### src/shared/ppc_pkg.sv
// ppc_pkg: register map, field positions, reset values and types for the
// port phy control and cable diagnostic register pair.
// assumes a 16-bit register port with byte offsets as the addresses.
// Functional notes
// - cable result: 00 ok, 01 open, 10 short, 11 fail
// - test enable bit starts test, self-clears
// - nine-bit fault count, about 0.4 m each
// - force link makes link report pass
// - remote loopback: receive pair onto transmit pair
// - led off drives all four leds high
// - transmit disable turns transmitter off
// - restart bit starts new auto-negotiation
// - crossover disable stops automatic mdi/mdi-x
// - force mdi-x only while auto crossover disabled
// - aneg enable, else forced speed and duplex
// - forced speed: one 100, zero 10
// - force duplex also when negotiation fails
// - five bits advertise pause and four modes
package ppc_pkg;

    // register byte offsets
    localparam logic [7:0] OFS_MBCR   = 8'he4;   // mii basic control view
    localparam logic [7:0] OFS_ANAR   = 8'hec;   // autoneg advert view
    localparam logic [7:0] OFS_SCLMD  = 8'hf4;   // special ctrl / cable diag
    localparam logic [7:0] OFS_PCR    = 8'hf6;   // port phy control
    localparam logic [7:0] OFS_ISR    = 8'hfa;   // interrupt status
    localparam logic [7:0] OFS_IMR    = 8'hfc;   // interrupt mask

    // special ctrl / cable diag fields
    localparam int SC_RES_HI   = 14;
    localparam int SC_RES_LO   = 13;
    localparam int SC_EN       = 12;
    localparam int SC_FLNK     = 11;
    localparam int SC_RLB      = 9;
    localparam int SC_CNT_HI   = 8;

    // port phy control fields
    localparam int PC_LEDOFF   = 15;
    localparam int PC_TXDIS    = 14;
    localparam int PC_RSTAN    = 13;
    localparam int PC_XDIS     = 10;
    localparam int PC_FMDIX    = 9;
    localparam int PC_ANEN     = 7;
    localparam int PC_SPD      = 6;
    localparam int PC_DPX      = 5;

    // mirrored positions in the mii basic control view
    localparam int MB_SPD      = 13;
    localparam int MB_ANEN     = 12;
    localparam int MB_RSTAN    = 9;
    localparam int MB_DPX      = 8;
    localparam int MB_FMDIX    = 4;
    localparam int MB_XDIS     = 3;
    localparam int MB_TXDIS    = 1;
    localparam int MB_LEDOFF   = 0;

    // advert view: bit 10 pause, bits 8..5 the four modes, selector 4..0
    localparam int AN_PAUSE    = 10;
    localparam int AN_MODE_LO  = 5;
    localparam logic [4:0] AN_SELECTOR = 5'h01;

    // reset values
    localparam logic [4:0] ADV_RST     = 5'h1f;  // all five advertised
    localparam logic       ANEN_RST    = 1'b1;
    localparam logic       SPD_RST     = 1'b1;
    localparam logic       DPX_RST     = 1'b1;

    // cable diagnostic
    localparam int CNT_W       = 9;
    localparam int RES_W       = 2;
    localparam int TEST_NS     = 1000;           // default test length
    localparam int CLK_NS      = 8;
    localparam int TEST_CYC    = (TEST_NS + CLK_NS - 1) / CLK_NS;

    // interrupt status bits
    localparam int IRQ_DONE    = 0;              // cable test done
    localparam int IRQ_LINK    = 1;              // link status change
    localparam int IRQ_W       = 2;

    // cable result codes
    typedef enum logic [1:0] {
        RES_NORMAL = 2'h0,
        RES_OPEN   = 2'h1,
        RES_SHORT  = 2'h2,
        RES_FAIL   = 2'h3
    } ppc_res_t;

    // control bits presented to the phy core
    typedef struct packed {
        logic       led_off;
        logic       tx_disable;
        logic       force_link;
        logic       remote_lb;
        logic       auto_x_dis;
        logic       force_mdix;
        logic       aneg_en;
        logic       force_spd;
        logic       force_dpx;
        logic [4:0] advert;      // pause, 100f, 100h, 10f, 10h
    } ppc_ctrl_t;

    // outcome delivered by the analog cable tester
    typedef struct packed {
        logic [1:0]       res;
        logic [CNT_W-1:0] cnt;
    } ppc_diag_t;

endpackage : ppc_pkg

### src/core/ppc_diag_seq.sv
// ppc_diag_seq: cable diagnostic sequencer. starts the analog tester,
// waits for its done flag or a timeout, and latches the outcome.
// assumes tester done is a one-cycle pulse synchronous to the clock.
`timescale 1ns/100ps
module ppc_diag_seq #(
    parameter int TIMEOUT = ppc_pkg::TEST_CYC * 64
) (
    input  wire logic             clk_i,
    input  wire logic             rst_n_i,
    input  wire logic             start_i,     // software wrote the enable bit
    input  wire logic             done_i,      // tester finished
    input  wire ppc_pkg::ppc_diag_t res_i,     // tester outcome
    output logic                  busy_o,      // enable bit readback
    output logic                  go_o,        // tester kick, one cycle
    output logic                  fin_o,       // finish pulse
    output ppc_pkg::ppc_diag_t    res_o        // held outcome
);
    typedef enum logic [1:0] {IDLE, KICK, WAIT} ppc_dst_t;

    ppc_dst_t          st_q;                   // sequencer state
    ppc_dst_t          st_d;
    logic [31:0]       tmo_q;                  // timeout counter
    wire               tmo_hit = (tmo_q == 32'(TIMEOUT));

    // next state
    always_comb
    begin
        st_d = st_q;
        unique case (st_q)
            IDLE: if (start_i) st_d = KICK;
            KICK: st_d = WAIT;
            WAIT: if (done_i || tmo_hit) st_d = IDLE;
        endcase
    end

    assign busy_o = (st_q != IDLE);
    assign go_o   = (st_q == KICK);
    assign fin_o  = (st_q == WAIT) && (done_i || tmo_hit);

    // state, timeout and result registers
    always_ff @(posedge clk_i or negedge rst_n_i)
    begin
        if (!rst_n_i)
        begin
            st_q  <= IDLE;
            tmo_q <= '0;
            res_o <= '0;
        end
        else
        begin
            st_q  <= st_d;
            tmo_q <= (st_q == WAIT) ? tmo_q + 32'd1 : 32'd0;
            // a tester that never answers reports failure
            if (st_q == WAIT && done_i)
                res_o <= res_i;
            else if (st_q == WAIT && tmo_hit)
                res_o <= '{res: ppc_pkg::RES_FAIL, cnt: '0};
        end
    end
endmodule : ppc_diag_seq

### src/core/ppc_irq.sv
// ppc_irq: sticky event status with read-to-clear and a mask.
// assumes events and read strobe are synchronous one-cycle pulses.
`timescale 1ns/100ps
module ppc_irq #(
    parameter int W = ppc_pkg::IRQ_W
) (
    input  wire logic         clk_i,
    input  wire logic         rst_n_i,
    input  wire logic [W-1:0] evt_i,       // event pulses
    input  wire logic         rd_clr_i,    // status register read
    input  wire logic [W-1:0] mask_i,      // one enables a source
    output logic [W-1:0]      stat_o,      // sticky status
    output logic              irq_o        // level interrupt
);
    // a new event in the clearing read's cycle survives: set wins
    always_ff @(posedge clk_i or negedge rst_n_i)
    begin
        if (!rst_n_i)
        begin
            stat_o <= '0;
            irq_o  <= 1'b0;
        end
        else
        begin
            stat_o <= (rd_clr_i ? '0 : stat_o) | evt_i;
            irq_o  <= |(((rd_clr_i ? '0 : stat_o) | evt_i) & mask_i);
        end
    end
endmodule : ppc_irq

### src/core/ppc_top.sv
// ppc_top: port phy control and cable diagnostic register pair with the
// mirrored mii control and advert views, led gating and phy controls.
// assumes a simple strobe register port, read data one cycle after strobe.
//
// The strobed register port was decided locally.
`timescale 1ns/100ps
module ppc_top #(
    parameter int TIMEOUT = ppc_pkg::TEST_CYC * 64   // tester watchdog
) (
    input  wire logic         MCLK_I,
    input  wire logic         RSTN_I,
    // register port
    input  wire logic [7:0]   ADDR_I,
    input  wire logic [15:0]  WDATA_I,
    input  wire logic         WR_I,
    input  wire logic         RD_I,
    output logic [15:0]       RDATA_O,
    output logic              IRQ_O,
    // phy core status
    input  wire logic         LINK_RAW_I,      // link from the phy receiver
    input  wire logic         ANEG_FAIL_I,     // negotiation gave up
    input  wire logic [3:0]   LED_RAW_I,       // normal led drive, 0 = lit
    // analog cable tester
    input  wire logic         DIAG_DONE_I,
    input  wire logic [1:0]   DIAG_RES_I,
    input  wire logic [8:0]   DIAG_CNT_I,
    output logic              DIAG_GO_O,
    // phy controls
    output logic              LINK_OK_O,
    output logic              REMOTE_LB_O,
    output logic              TX_DISABLE_O,
    output logic              ANEG_RESTART_O,  // one-cycle pulse
    output logic              ANEG_EN_O,
    output logic              SPEED_100_O,
    output logic              FULL_DPX_O,
    output logic              AUTO_X_EN_O,
    output logic              MDIX_FORCE_O,
    output logic [4:0]        ADVERT_O,
    output logic              PORT_LED_OUT_3_O,
    output logic              PORT_LED_OUT_2_O,
    output logic              PORT_LED_OUT_1_O,
    output logic              PORT_LED_OUT_0_O
);
    // reset release through two flops
    logic              rst_m_q;
    logic              rst_n;
    always_ff @(posedge MCLK_I or negedge RSTN_I)
    begin
        if (!RSTN_I)
        begin
            rst_m_q <= 1'b0;
            rst_n   <= 1'b0;
        end
        else
        begin
            rst_m_q <= 1'b1;
            rst_n   <= rst_m_q;
        end
    end

    // single control store, the special, port, mii and advert views all decode into it
    ppc_pkg::ppc_ctrl_t ctrl_q;
    ppc_pkg::ppc_ctrl_t ctrl_d;

    // address decode
    wire wr_sc   = WR_I && (ADDR_I == ppc_pkg::OFS_SCLMD);
    wire wr_pc   = WR_I && (ADDR_I == ppc_pkg::OFS_PCR);
    wire wr_mb   = WR_I && (ADDR_I == ppc_pkg::OFS_MBCR);
    wire wr_an   = WR_I && (ADDR_I == ppc_pkg::OFS_ANAR);
    wire wr_im   = WR_I && (ADDR_I == ppc_pkg::OFS_IMR);
    wire rd_is   = RD_I && (ADDR_I == ppc_pkg::OFS_ISR);

    // test start: writing one while idle; a write during a test is ignored
    wire diag_start = wr_sc && WDATA_I[ppc_pkg::SC_EN];
    // restart through either view
    wire restart    = (wr_pc && WDATA_I[ppc_pkg::PC_RSTAN])
                   || (wr_mb && WDATA_I[ppc_pkg::MB_RSTAN]);

    // cable diagnostic sequencer
    logic               diag_busy;
    logic               diag_go;
    logic               diag_fin;
    ppc_pkg::ppc_diag_t diag_res;
    ppc_pkg::ppc_diag_t diag_in;               // tester outcome as one word
    assign diag_in = '{res: DIAG_RES_I, cnt: DIAG_CNT_I};
    ppc_diag_seq #(
        .TIMEOUT (TIMEOUT)
    ) u_diag (
        .clk_i   (MCLK_I),
        .rst_n_i (rst_n),
        .start_i (diag_start),
        .done_i  (DIAG_DONE_I),
        .res_i   (diag_in),
        .busy_o  (diag_busy),
        .go_o    (diag_go),
        .fin_o   (diag_fin),
        .res_o   (diag_res)
    );

    // effective link and its change event
    wire  link_eff = LINK_RAW_I || ctrl_q.force_link;
    logic link_q;

    // interrupt block: test done and link change
    logic [ppc_pkg::IRQ_W-1:0] irq_mask_q;
    logic [ppc_pkg::IRQ_W-1:0] irq_stat;
    logic                      irq;
    wire  [ppc_pkg::IRQ_W-1:0] irq_evt = {link_eff ^ link_q, diag_fin};
    ppc_irq #(
        .W (ppc_pkg::IRQ_W)
    ) u_irq (
        .clk_i    (MCLK_I),
        .rst_n_i  (rst_n),
        .evt_i    (irq_evt),
        .rd_clr_i (rd_is),
        .mask_i   (irq_mask_q),
        .stat_o   (irq_stat),
        .irq_o    (irq)
    );

    // next control value: the later view in a cycle never collides,
    // because one strobe carries one address
    always_comb
    begin
        ctrl_d = ctrl_q;
        if (wr_sc)
        begin
            ctrl_d.force_link = WDATA_I[ppc_pkg::SC_FLNK];
            ctrl_d.remote_lb  = WDATA_I[ppc_pkg::SC_RLB];
        end
        if (wr_pc)
        begin
            ctrl_d.led_off    = WDATA_I[ppc_pkg::PC_LEDOFF];
            ctrl_d.tx_disable = WDATA_I[ppc_pkg::PC_TXDIS];
            ctrl_d.auto_x_dis = WDATA_I[ppc_pkg::PC_XDIS];
            ctrl_d.force_mdix = WDATA_I[ppc_pkg::PC_FMDIX];
            ctrl_d.aneg_en    = WDATA_I[ppc_pkg::PC_ANEN];
            ctrl_d.force_spd  = WDATA_I[ppc_pkg::PC_SPD];
            ctrl_d.force_dpx  = WDATA_I[ppc_pkg::PC_DPX];
            ctrl_d.advert     = WDATA_I[4:0];
        end
        if (wr_mb)
        begin
            // same storage reached from the mii basic control view
            ctrl_d.led_off    = WDATA_I[ppc_pkg::MB_LEDOFF];
            ctrl_d.tx_disable = WDATA_I[ppc_pkg::MB_TXDIS];
            ctrl_d.auto_x_dis = WDATA_I[ppc_pkg::MB_XDIS];
            ctrl_d.force_mdix = WDATA_I[ppc_pkg::MB_FMDIX];
            ctrl_d.aneg_en    = WDATA_I[ppc_pkg::MB_ANEN];
            ctrl_d.force_spd  = WDATA_I[ppc_pkg::MB_SPD];
            ctrl_d.force_dpx  = WDATA_I[ppc_pkg::MB_DPX];
        end
        if (wr_an)
        begin
            // advert view: pause at 10, modes at 8..5
            ctrl_d.advert = {WDATA_I[ppc_pkg::AN_PAUSE],
                             WDATA_I[ppc_pkg::AN_MODE_LO+3:ppc_pkg::AN_MODE_LO]};
        end
    end

    // read data for each view
    wire [15:0] rd_sc = {1'b0, diag_res.res, diag_busy, ctrl_q.force_link,
                         1'b0, ctrl_q.remote_lb, diag_res.cnt};
    wire [15:0] rd_pc = {ctrl_q.led_off, ctrl_q.tx_disable, 1'b0, 2'b00,
                         ctrl_q.auto_x_dis, ctrl_q.force_mdix, 1'b0,
                         ctrl_q.aneg_en, ctrl_q.force_spd, ctrl_q.force_dpx,
                         ctrl_q.advert};
    // restart at bit 9 is a strobe and reads zero
    wire [15:0] rd_mb = {2'b00, ctrl_q.force_spd, ctrl_q.aneg_en, 3'b000,
                         ctrl_q.force_dpx, 3'b000, ctrl_q.force_mdix,
                         ctrl_q.auto_x_dis, 1'b0, ctrl_q.tx_disable,
                         ctrl_q.led_off};
    wire [15:0] rd_an = {5'h00, ctrl_q.advert[4], 1'b0, ctrl_q.advert[3:0],
                         ppc_pkg::AN_SELECTOR};
    wire [15:0] rd_mux =
        (ADDR_I == ppc_pkg::OFS_SCLMD) ? rd_sc :
        (ADDR_I == ppc_pkg::OFS_PCR)   ? rd_pc :
        (ADDR_I == ppc_pkg::OFS_MBCR)  ? rd_mb :
        (ADDR_I == ppc_pkg::OFS_ANAR)  ? rd_an :
        (ADDR_I == ppc_pkg::OFS_ISR)   ? {14'h0000, irq_stat} :
        (ADDR_I == ppc_pkg::OFS_IMR)   ? {14'h0000, irq_mask_q} :
                                         16'h0000;       // unmapped reads zero

    // derived phy drives
    wire        dpx_eff  = ctrl_q.aneg_en ? !ANEG_FAIL_I || ctrl_q.force_dpx
                                          : ctrl_q.force_dpx;
    wire [3:0]  led_eff  = ctrl_q.led_off ? 4'hf : LED_RAW_I;

    // register bank and flopped outputs
    always_ff @(posedge MCLK_I or negedge rst_n)
    begin
        if (!rst_n)
        begin
            ctrl_q     <= '{advert: ppc_pkg::ADV_RST, aneg_en: ppc_pkg::ANEN_RST,
                            force_spd: ppc_pkg::SPD_RST,
                            force_dpx: ppc_pkg::DPX_RST, default: 1'b0};
            irq_mask_q <= '0;
            link_q     <= 1'b0;
            RDATA_O    <= 16'h0000;
        end
        else
        begin
            ctrl_q     <= ctrl_d;
            link_q     <= link_eff;
            if (wr_im)
                irq_mask_q <= WDATA_I[ppc_pkg::IRQ_W-1:0];
            RDATA_O    <= RD_I ? rd_mux : 16'h0000;
        end
    end

    // interrupt, tester kick and phy control outputs, each from a flop
    always_ff @(posedge MCLK_I or negedge rst_n)
    begin
        if (!rst_n)
        begin
            IRQ_O            <= 1'b0;
            DIAG_GO_O        <= 1'b0;
            LINK_OK_O        <= 1'b0;
            REMOTE_LB_O      <= 1'b0;
            TX_DISABLE_O     <= 1'b0;
            ANEG_RESTART_O   <= 1'b0;
            ANEG_EN_O        <= 1'b0;
            SPEED_100_O      <= 1'b0;
            FULL_DPX_O       <= 1'b0;
            AUTO_X_EN_O      <= 1'b0;
            MDIX_FORCE_O     <= 1'b0;
            ADVERT_O         <= 5'h00;
            {PORT_LED_OUT_3_O, PORT_LED_OUT_2_O,
             PORT_LED_OUT_1_O, PORT_LED_OUT_0_O} <= 4'hf;
        end
        else
        begin
            IRQ_O            <= irq;
            DIAG_GO_O        <= diag_go;
            LINK_OK_O        <= link_eff;
            REMOTE_LB_O      <= ctrl_q.remote_lb;
            TX_DISABLE_O     <= ctrl_q.tx_disable;
            ANEG_RESTART_O   <= restart;
            ANEG_EN_O        <= ctrl_q.aneg_en;
            SPEED_100_O      <= ctrl_q.force_spd;
            FULL_DPX_O       <= dpx_eff;
            AUTO_X_EN_O      <= !ctrl_q.auto_x_dis;
            MDIX_FORCE_O     <= ctrl_q.auto_x_dis && ctrl_q.force_mdix;
            ADVERT_O         <= ctrl_q.advert;
            {PORT_LED_OUT_3_O, PORT_LED_OUT_2_O,
             PORT_LED_OUT_1_O, PORT_LED_OUT_0_O} <= led_eff;
        end
    end
endmodule : ppc_top

### config.mk
export PLATFORM = sky130hd
export DESIGN_NAME = ppc_top
export DESIGN_NICKNAME = d
export VERILOG_FILES = /design/src/shared/ppc_pkg.sv /design/src/core/ppc_diag_seq.sv /design/src/core/ppc_irq.sv /design/src/core/ppc_top.sv
export SDC_FILE = /design/constraint.sdc
export NUM_CORES = 1
export LEC_CHECK = 0
export BUFFER_PORTS_ARGS = -buffer_cell sky130_fd_sc_hd__buf_2
export CORE_MARGIN = 2
export CORE_UTILIZATION = 45
export DETAILED_ROUTE_END_ITERATION = 7
export PLACE_DENSITY_LB_ADDON = 0.1
export SLEW_MARGIN = 15
export SYNTH_ARGS = -nofsm -noshare
export SYNTH_HDL_FRONTEND = slang
export SYNTH_SLANG_ARGS = --single-unit
### constraint.sdc
create_clock -name MCLK_I -period 7.6 [get_ports MCLK_I]
set_clock_uncertainty 0.05 [all_clocks]
set_input_delay 1.52 -clock MCLK_I [delete_from_list [all_inputs] [get_ports MCLK_I]]
set_output_delay 1.52 -clock MCLK_I [all_outputs]
set_load 0.01 [all_outputs]
==> run summary, run 1 <==
Inst Count DP = 609
Synth unique cells = 56
Total Routed Length = 10.7 mm
Slew Viols, Final = 0
Die X = 106 um
Tmin final = 3.28 ns
WP data arrival = 3.49 ns
Vias post-DR = 3441
Longest Clk Path Bufs = 2
Final Instance Area = 5290 sq um
Slew margin rel. = 30.0%
Fin crit share = 43.2%
Sequential area share after synthesis = 55.3%
Io pins = 82
Vias in the first global route = 3616
Synth Area in Compound Gates = 10.6%
PortBufs = 81
Mapped Area = 4640 sq um
Pleak = 0.00231 uW
#FFs+latches synth = 102
TritonCTS clock tree = built
Clk slew on worst S/H paths = 0.10 ns
Initial core utilization = 45.6%
WHS = 0.153 ns
Clk Latency, worst-skew pair = 0.37 ns
FMAX = 0.305 GHz
Clock Sinks = 102
Yosys warnings = 0
Status = finished, final reports clean
Worst setup EP type = flip-flop
Worst vdd ir = 136 uV
Fin worst setup slack = 4.32 ns
Syn nets = 462
Largest net degree at the start of global routing = 81
RSZ-0062 raised after global routing = false
Cts hold-fix bufs = 0
Post-synth ARST share = 100%
Worst-Margin Slew = 1.05 ns
Setup_tns = 0 ns
Post-CTS Setup Inserts = 0
Slowest cell on the critical path = nor4b_4
Final Setup Violations = 0
WP buf/inv = 1
Total CTS buffers = 9
Die ar. = 11100 sq um
Crit-path max FO = 14
Crit path required time = 7.81 ns
Pre-antenna DRT Iters = 5
Filler cells = 951
Dpl ws = 3.94 ns
Final #Nets = 535
Area of the multi-input gates = 1910 sq um
Violation count after the first detailed-route iteration = 248
CTS resizes = 0
Die Y = 106 um
Global-route wire length before repair = 18.0 mm
Ant. Diodes = 0
DRC = 0
Post-synth EDFFs = 0
Power per cell area = 221 nW/um^2
Routed vias/inst = 5.51
Sequential Area = 2570 sq um
Setup CP Type = input pin to flip-flop
Synth Area in XOR/XNOR = 5.09%
Area grow syn2layout = 14.0%
Initial antenna violation count = 0
Post-synthesis adder-cell area fraction = 1.35%
Final GP Congestion = 0.852
Max Cap Viol = 0
Post-synthesis mux area share = 1.64%
Routed wire per std cell = 17.1 um
Cell area after placement = 5120 sq um
# H-tree levels = 3
Finished Layout Cells = 625
Crit-path cells = buf_2, nand2b_1, nor4b_4, nand3_1, o2bb2ai_1, mux2_1
Row Count = 37
Root Buffer = clkbuf_8
Fraction of layout cells with a size suffix above 1 = 29.0%
Main combinational cell family by area after synthesis = simple AND/OR/NAND/NOR gates
Crit-path leading delay family = simple AND/OR/NAND/NOR gates
Mean Syn Cell Area = 11.3 sq um
DP HPWL = 7.43 mm
GRT Overall Usage = 20.7%
Min-delay worst type = flip-flop to async pin
Post-Synth Simple-Gate Area = 22.4%
Post-DRT Antenna Nets = 0
Cells after synthesis = 411
Total congestion overflow = 0
Critical Path Source Type = input pin
Ys flop type = dfrtp_1
Crit path largest cell delay = 0.80 ns
Hold Violations, Final = 0
Core Region = 10200 sq um
==> cell type report <==
type	instances	area share, %
sequential	102	48.6
tap	136	3.21
clock buffer	10	2.41
inverter	14	0.993
timing repair buffer	82	7.80
clock inverter	6	0.945
multi-input combinational	275	36.1
==> synth_stat cells (2+ instances only) <==
cell	count	area share, %
dfrtp_1	90	48
nor2_1	45	3.6
nand2_1	22	1.8
a21oi_1	20	2.2
xnor2_1	18	3.4
inv_1	14	1.1
nand3_1	13	1.4
o22ai_1	13	1.8
dfstp_2	12	6.8
nor4_2	12	3.2
nor2b_1	10	1.3
a22o_1	9	1.7
nand4_1	9	1.2
xor2_1	9	1.7
a22oi_1	8	1.3
clkbuf_1	8	0.65
and4_1	6	1.1
o21ai_0	6	0.65
or3_1	6	0.81
a222oi_1	5	1.1
buf_2	5	0.54
ha_1	5	1.3
nor4_1	5	0.67
or2_2	5	0.67
and2_1	4	0.54
nor3_1	4	0.43
a21o_1	3	0.48
buf_4	3	0.48
buf_6	3	0.73
mux2_1	3	0.73
nand2b_1	3	0.40
nor4b_1	3	0.57
and3_1	2	0.27
mux2_2	2	0.48
mux2i_1	2	0.43
nand2_2	2	0.27
nor4b_4	2	1.0
o21a_2	2	0.38
==> metal layers <==
metal | share of wire (%) | vias to the layer above | track usage, % | wire length [um]
li1 | - | 1607 | - | -
met4 | 1.9 | 0 | 6.39 | 199
met3 | 5.3 | 13 | 5.44 | 567
met5 | 0 | - | 0 | 0
met1 | 42 | 1710 | 26.2 | 4530
met2 | 50 | 111 | 35.0 | 5400
==> power breakdown <==
group	switching (uW)	leakage [uW]	internal [uW]
Combinational	110	0.000896	76.5
Clock	201	0.0000896	125
Sequential	46.2	0.00133	613
==> state kept, by name, summed over array words and instances (netlist names), 2 cells and up <==
| register | flops |
|---|---|
| ADVERT_O | 5 |
| u_diag.tmo_q | 32 |
| ctrl_q | 14 |
| u_diag.res_o | 11 |
| u_irq.stat_o | 2 |
| u_diag.st_q | 2 |
| irq_mask_q | 2 |
| RDATA_O | 16 |
==> layout by cell type, fill, tap and decap left out, drive strengths merged, types with 12 or more instances in the layout <==
cell type   n
dfrtp      90
nand2      24
nand3      14
xnor2      18
nor4       18
a21oi      20
inv        18
nor2       45
buf        82
dfstp      12
o22ai      13
==> worst reg2reg max path, delay by kind of cell (launching register included) <==
family | cells | cell delay (ns)
buf+inv | 2 | 0.66
mux | 1 | 0.37
fa+ha+maj | 1 | 0.39
compound gates | 1 | 0.44
flops | 1 | 0.39
==> worst paths after layout <==
kind | start | end | slack [ns] | cells past startpoint
setup / recovery | ADDR_I[1] | u_diag.st_q[1]$_DFFE_PN0P_ | 4.32 | 6
hold / removal | rst_n$_DFF_PN0_ | DIAG_GO_O$_DFF_PN0_ | 0.15 | 0
setup reg to reg | u_diag.st_q[0]$_DFFE_PN0P_ | u_diag.st_q[1]$_DFFE_PN0P_ | 5.18 | 5
hold reg to reg | rst_n$_DFF_PN0_ | DIAG_GO_O$_DFF_PN0_ | 0.15 | 0
max in group asynchronous | rst_n$_DFF_PN0_ | u_diag.tmo_q[11]$_DFF_PN0_ | 6.06 | 1
min in group MCLK_I | u_irq.irq_o$_DFF_PN0_ | IRQ_O$_DFF_PN0_ | 0.30 | 0
==> cells by family (layout without fill, tap and decap cells) <==
group | after synthesis | in the layout
flip-flops | 102 | 102
adder cells (fa/ha/maj) | 5 | 5
other | 1 | 1
AO/OA/AOI/OAI | 72 | 72
buffers and inverters | 34 | 112
XOR/XNOR | 27 | 27
AND/OR/NAND/NOR | 163 | 163
multiplexers | 7 | 7
==> through the flow <==
step,power (uW),util (%)
6_report,1170,52.0
5_1_grt,1240,52.0
4_1_cts,1180,52.0
3_5_place_dp,860,50.2
3_3_place_gp,849,50.2
2_1_floorplan,780,-
Power figures use the tool's default switching activity.
==> inputs of run 2 (changes only) <==
Clock period 7.6 ns to 2.8 ns, I/O delays scaled along.
==> run summary, run 2 (same netlist as run 1, synthesis figures left out) <==
RSZ-0062 raised after global routing = false
PortBufs = 81 (unchanged)
Critical Path Source Type = flip-flop
Commonest non-fill, non-tap cell in the layout = dfrtp_1
Largest registers = u_diag.tmo_q (32), RDATA_O (16), ctrl_q (14)
Critical path origin = u_diag.tmo_q[4]$_DFF_PN0_
Routed vias/inst = 5.47 (-0.73%)
FMAX = 0.491 GHz
Initial core utilization = 45.6% (unchanged)
Power per cell area = 601 nW/um^2 (+170%)
Die Y = 106 um (unchanged)
Pleak = 0.00235 uW (+1.9%)
Final Setup Violations = 0 (unchanged)
Routed wire per std cell = 16.8 um (-1.9%)
Initial antenna violation count = 0 (unchanged)
DRC = 0 (unchanged)
Largest Register = u_diag.tmo_q
Clock Sinks = 102 (unchanged)
Crit-path cells = and4_1, nand4_4, or3_1, nor3_2, mux2i_1
Total congestion overflow = 0 (unchanged)
Min-delay worst type = flip-flop to async pin
Crit path required time = 3.05 ns (-4.76 ns)
Slew Viols, Final = 0 (unchanged)
Most frequent cells in the layout = dfrtp_1 (89), buf_2 (81), nor2_1 (45), nand2_1 (22), a21oi_1 (20)
Total Routed Length = 10.6 mm (-0.79%)
Slew margin rel. = 59.5% (+29 points)
Finished Layout Cells = 632 (+1.1%)
Max Cap Viol = 0 (unchanged)
Reg-to-Reg Start = u_diag.tmo_q[4]$_DFF_PN0_
Worst setup EP type = flip-flop
Setup CP Type = flip-flop to flip-flop
Cts hold-fix bufs = 1 (+1)
Final GP Congestion = 0.875 (+2.7%)
TritonCTS clock tree = built
RR Endpoint = u_diag.tmo_q[31]$_DFF_PN0_
WP buf/inv = 0 (-1)
Crit path largest cell delay = 0.45 ns (-0.35 ns)
Crit-path leading delay family = simple AND/OR/NAND/NOR gates
DP HPWL = 7.46 mm (+0.34%)
Clk slew on worst S/H paths = 0.11 ns (about the same)
Final #Nets = 542 (+1.3%)
FF-to-FF path depth = 5 (unchanged)
Worst-Margin Slew = 0.603 ns (-0.445 ns)
Fraction of layout cells with a size suffix above 1 = 30.0% (+1.0 points)
Total CTS buffers = 9 (unchanged)
Row Count = 37 (unchanged)
R2r setup slk = 0.76 ns (-4.42 ns)
Crit-path max FO = 12 (-2)
Area grow syn2layout = 15.6%
Global-route wire length before repair = 17.8 mm (-1.3%)
Violation count after the first detailed-route iteration = 122 (-51%)
# H-tree levels = 3 (unchanged)
Die ar. = 11100 sq um (unchanged)
Io pins = 82 (unchanged)
Fin crit share = 72.7%
Tmin final = 2.04 ns
GRT Overall Usage = 20.3% (-0.44 points)
Vias post-DR = 3454 (+0.38%)
Worst vdd ir = 306 uV (+120%)
Pre-antenna DRT Iters = 4 (-1)
Ant. Diodes = 0 (unchanged)
Root Buffer = clkbuf_8
WP data arrival = 2.28 ns (-1.21 ns)
Die X = 106 um (unchanged)
Longest Clk Path Bufs = 2 (unchanged)
Status = finished, final reports clean
Final Instance Area = 5370 sq um (+1.4%)
Slowest cell on the critical path = dfrtp_1
Filler cells = 948 (-0.32%)
Largest net degree at the start of global routing = 45 (-44%)
Crit path depth = 5 (-1)
Core Region = 10200 sq um (unchanged)
Post-DRT Antenna Nets = 0 (unchanged)
Capture point of the worst path = u_diag.tmo_q[31]$_DFF_PN0_
CTS resizes = 0 (unchanged)
Cell area after placement = 5160 sq um (+0.88%)
Setup_tns = 0 ns (unchanged)
Inst Count DP = 615 (+0.99%)
Vias in the first global route = 3449 (-4.6%)
Number of flip-flops under the largest register name = 32 (unchanged)
Hold Violations, Final = 0 (unchanged)
Clk Latency, worst-skew pair = 0.37 ns (about the same)
Post-CTS Setup Inserts = 0 (unchanged)
==> run 2: worst reg2reg max path: stages (launching register included) <==
cell	delay [ns]
dfrtp_1	0.45
and4_1	0.40
nand4_4	0.29
or3_1	0.44
nor3_2	0.15
mux2i_1	0.20
==> run 2: worst min-delay path by stage <==
stage	cells past startpoint	slack, ns	from	end
after global placement	1	0.29	RSTN_I	rst_m_q$_DFF_PN0_
after CTS	0	0.30	rst_n$_DFF_PN0_	u_diag.st_q[0]$_DFFE_PN0P_
after floorplan	0	0.21	RSTN_I	rst_m_q$_DFF_PN0_
after detailed placement	0	0.29	rst_m_q$_DFF_PN0_	rst_n$_DFF_PN0_
final	0	0.28	rst_n$_DFF_PN0_	u_diag.st_q[0]$_DFFE_PN0P_
after global routing	2	0.30	LED_RAW_I[3]	PORT_LED_OUT_3_O$_DFF_PN1_
==> run 2: layer usage <==
metal | vias up | GRT usage (%) | share of wire [%]
met2 | 93 | 32.8 | 49
met1 | 1714 | 26.9 | 44
met5 | - | 0 | 0
li1 | 1621 | - | -
met3 | 26 | 4.51 | 4.6
met4 | 0 | 7.42 | 2.5
==> run 2: report_power, final <==
part	switching (uW)	total (uW)	internal [uW]
clock	560	931	371
combinational	283	499	216
sequential	134	1800	1660
total	977	3230	2250
==> run 2: layout make-up <==
class,count,area (sq um),share of cell area (%)
Inverter,14,52.6,0.979
Tap cell,136,170,3.17
Timing Repair Buffer,89,468,8.71
Sequential cell,102,2570,47.9
Clock inverter,6,61.3,1.14
Clock buffer,10,138,2.56
Multi-Input combinational cell,275,1910,35.6
==> run 2: metrics by stage <==
step                utilization (%)  setup slack (ns)  hold WS (ns)  total power [uW]
CTS                            52.7             0.742         0.297              3270
global route                   52.7             0.593         0.302              3400
detailed placement             50.7             0.675         0.292              2330
finish                         52.7             0.764         0.276              3230
floorplan                         -             0.898         0.214              2120
global placement               50.7             0.682         0.285              2320
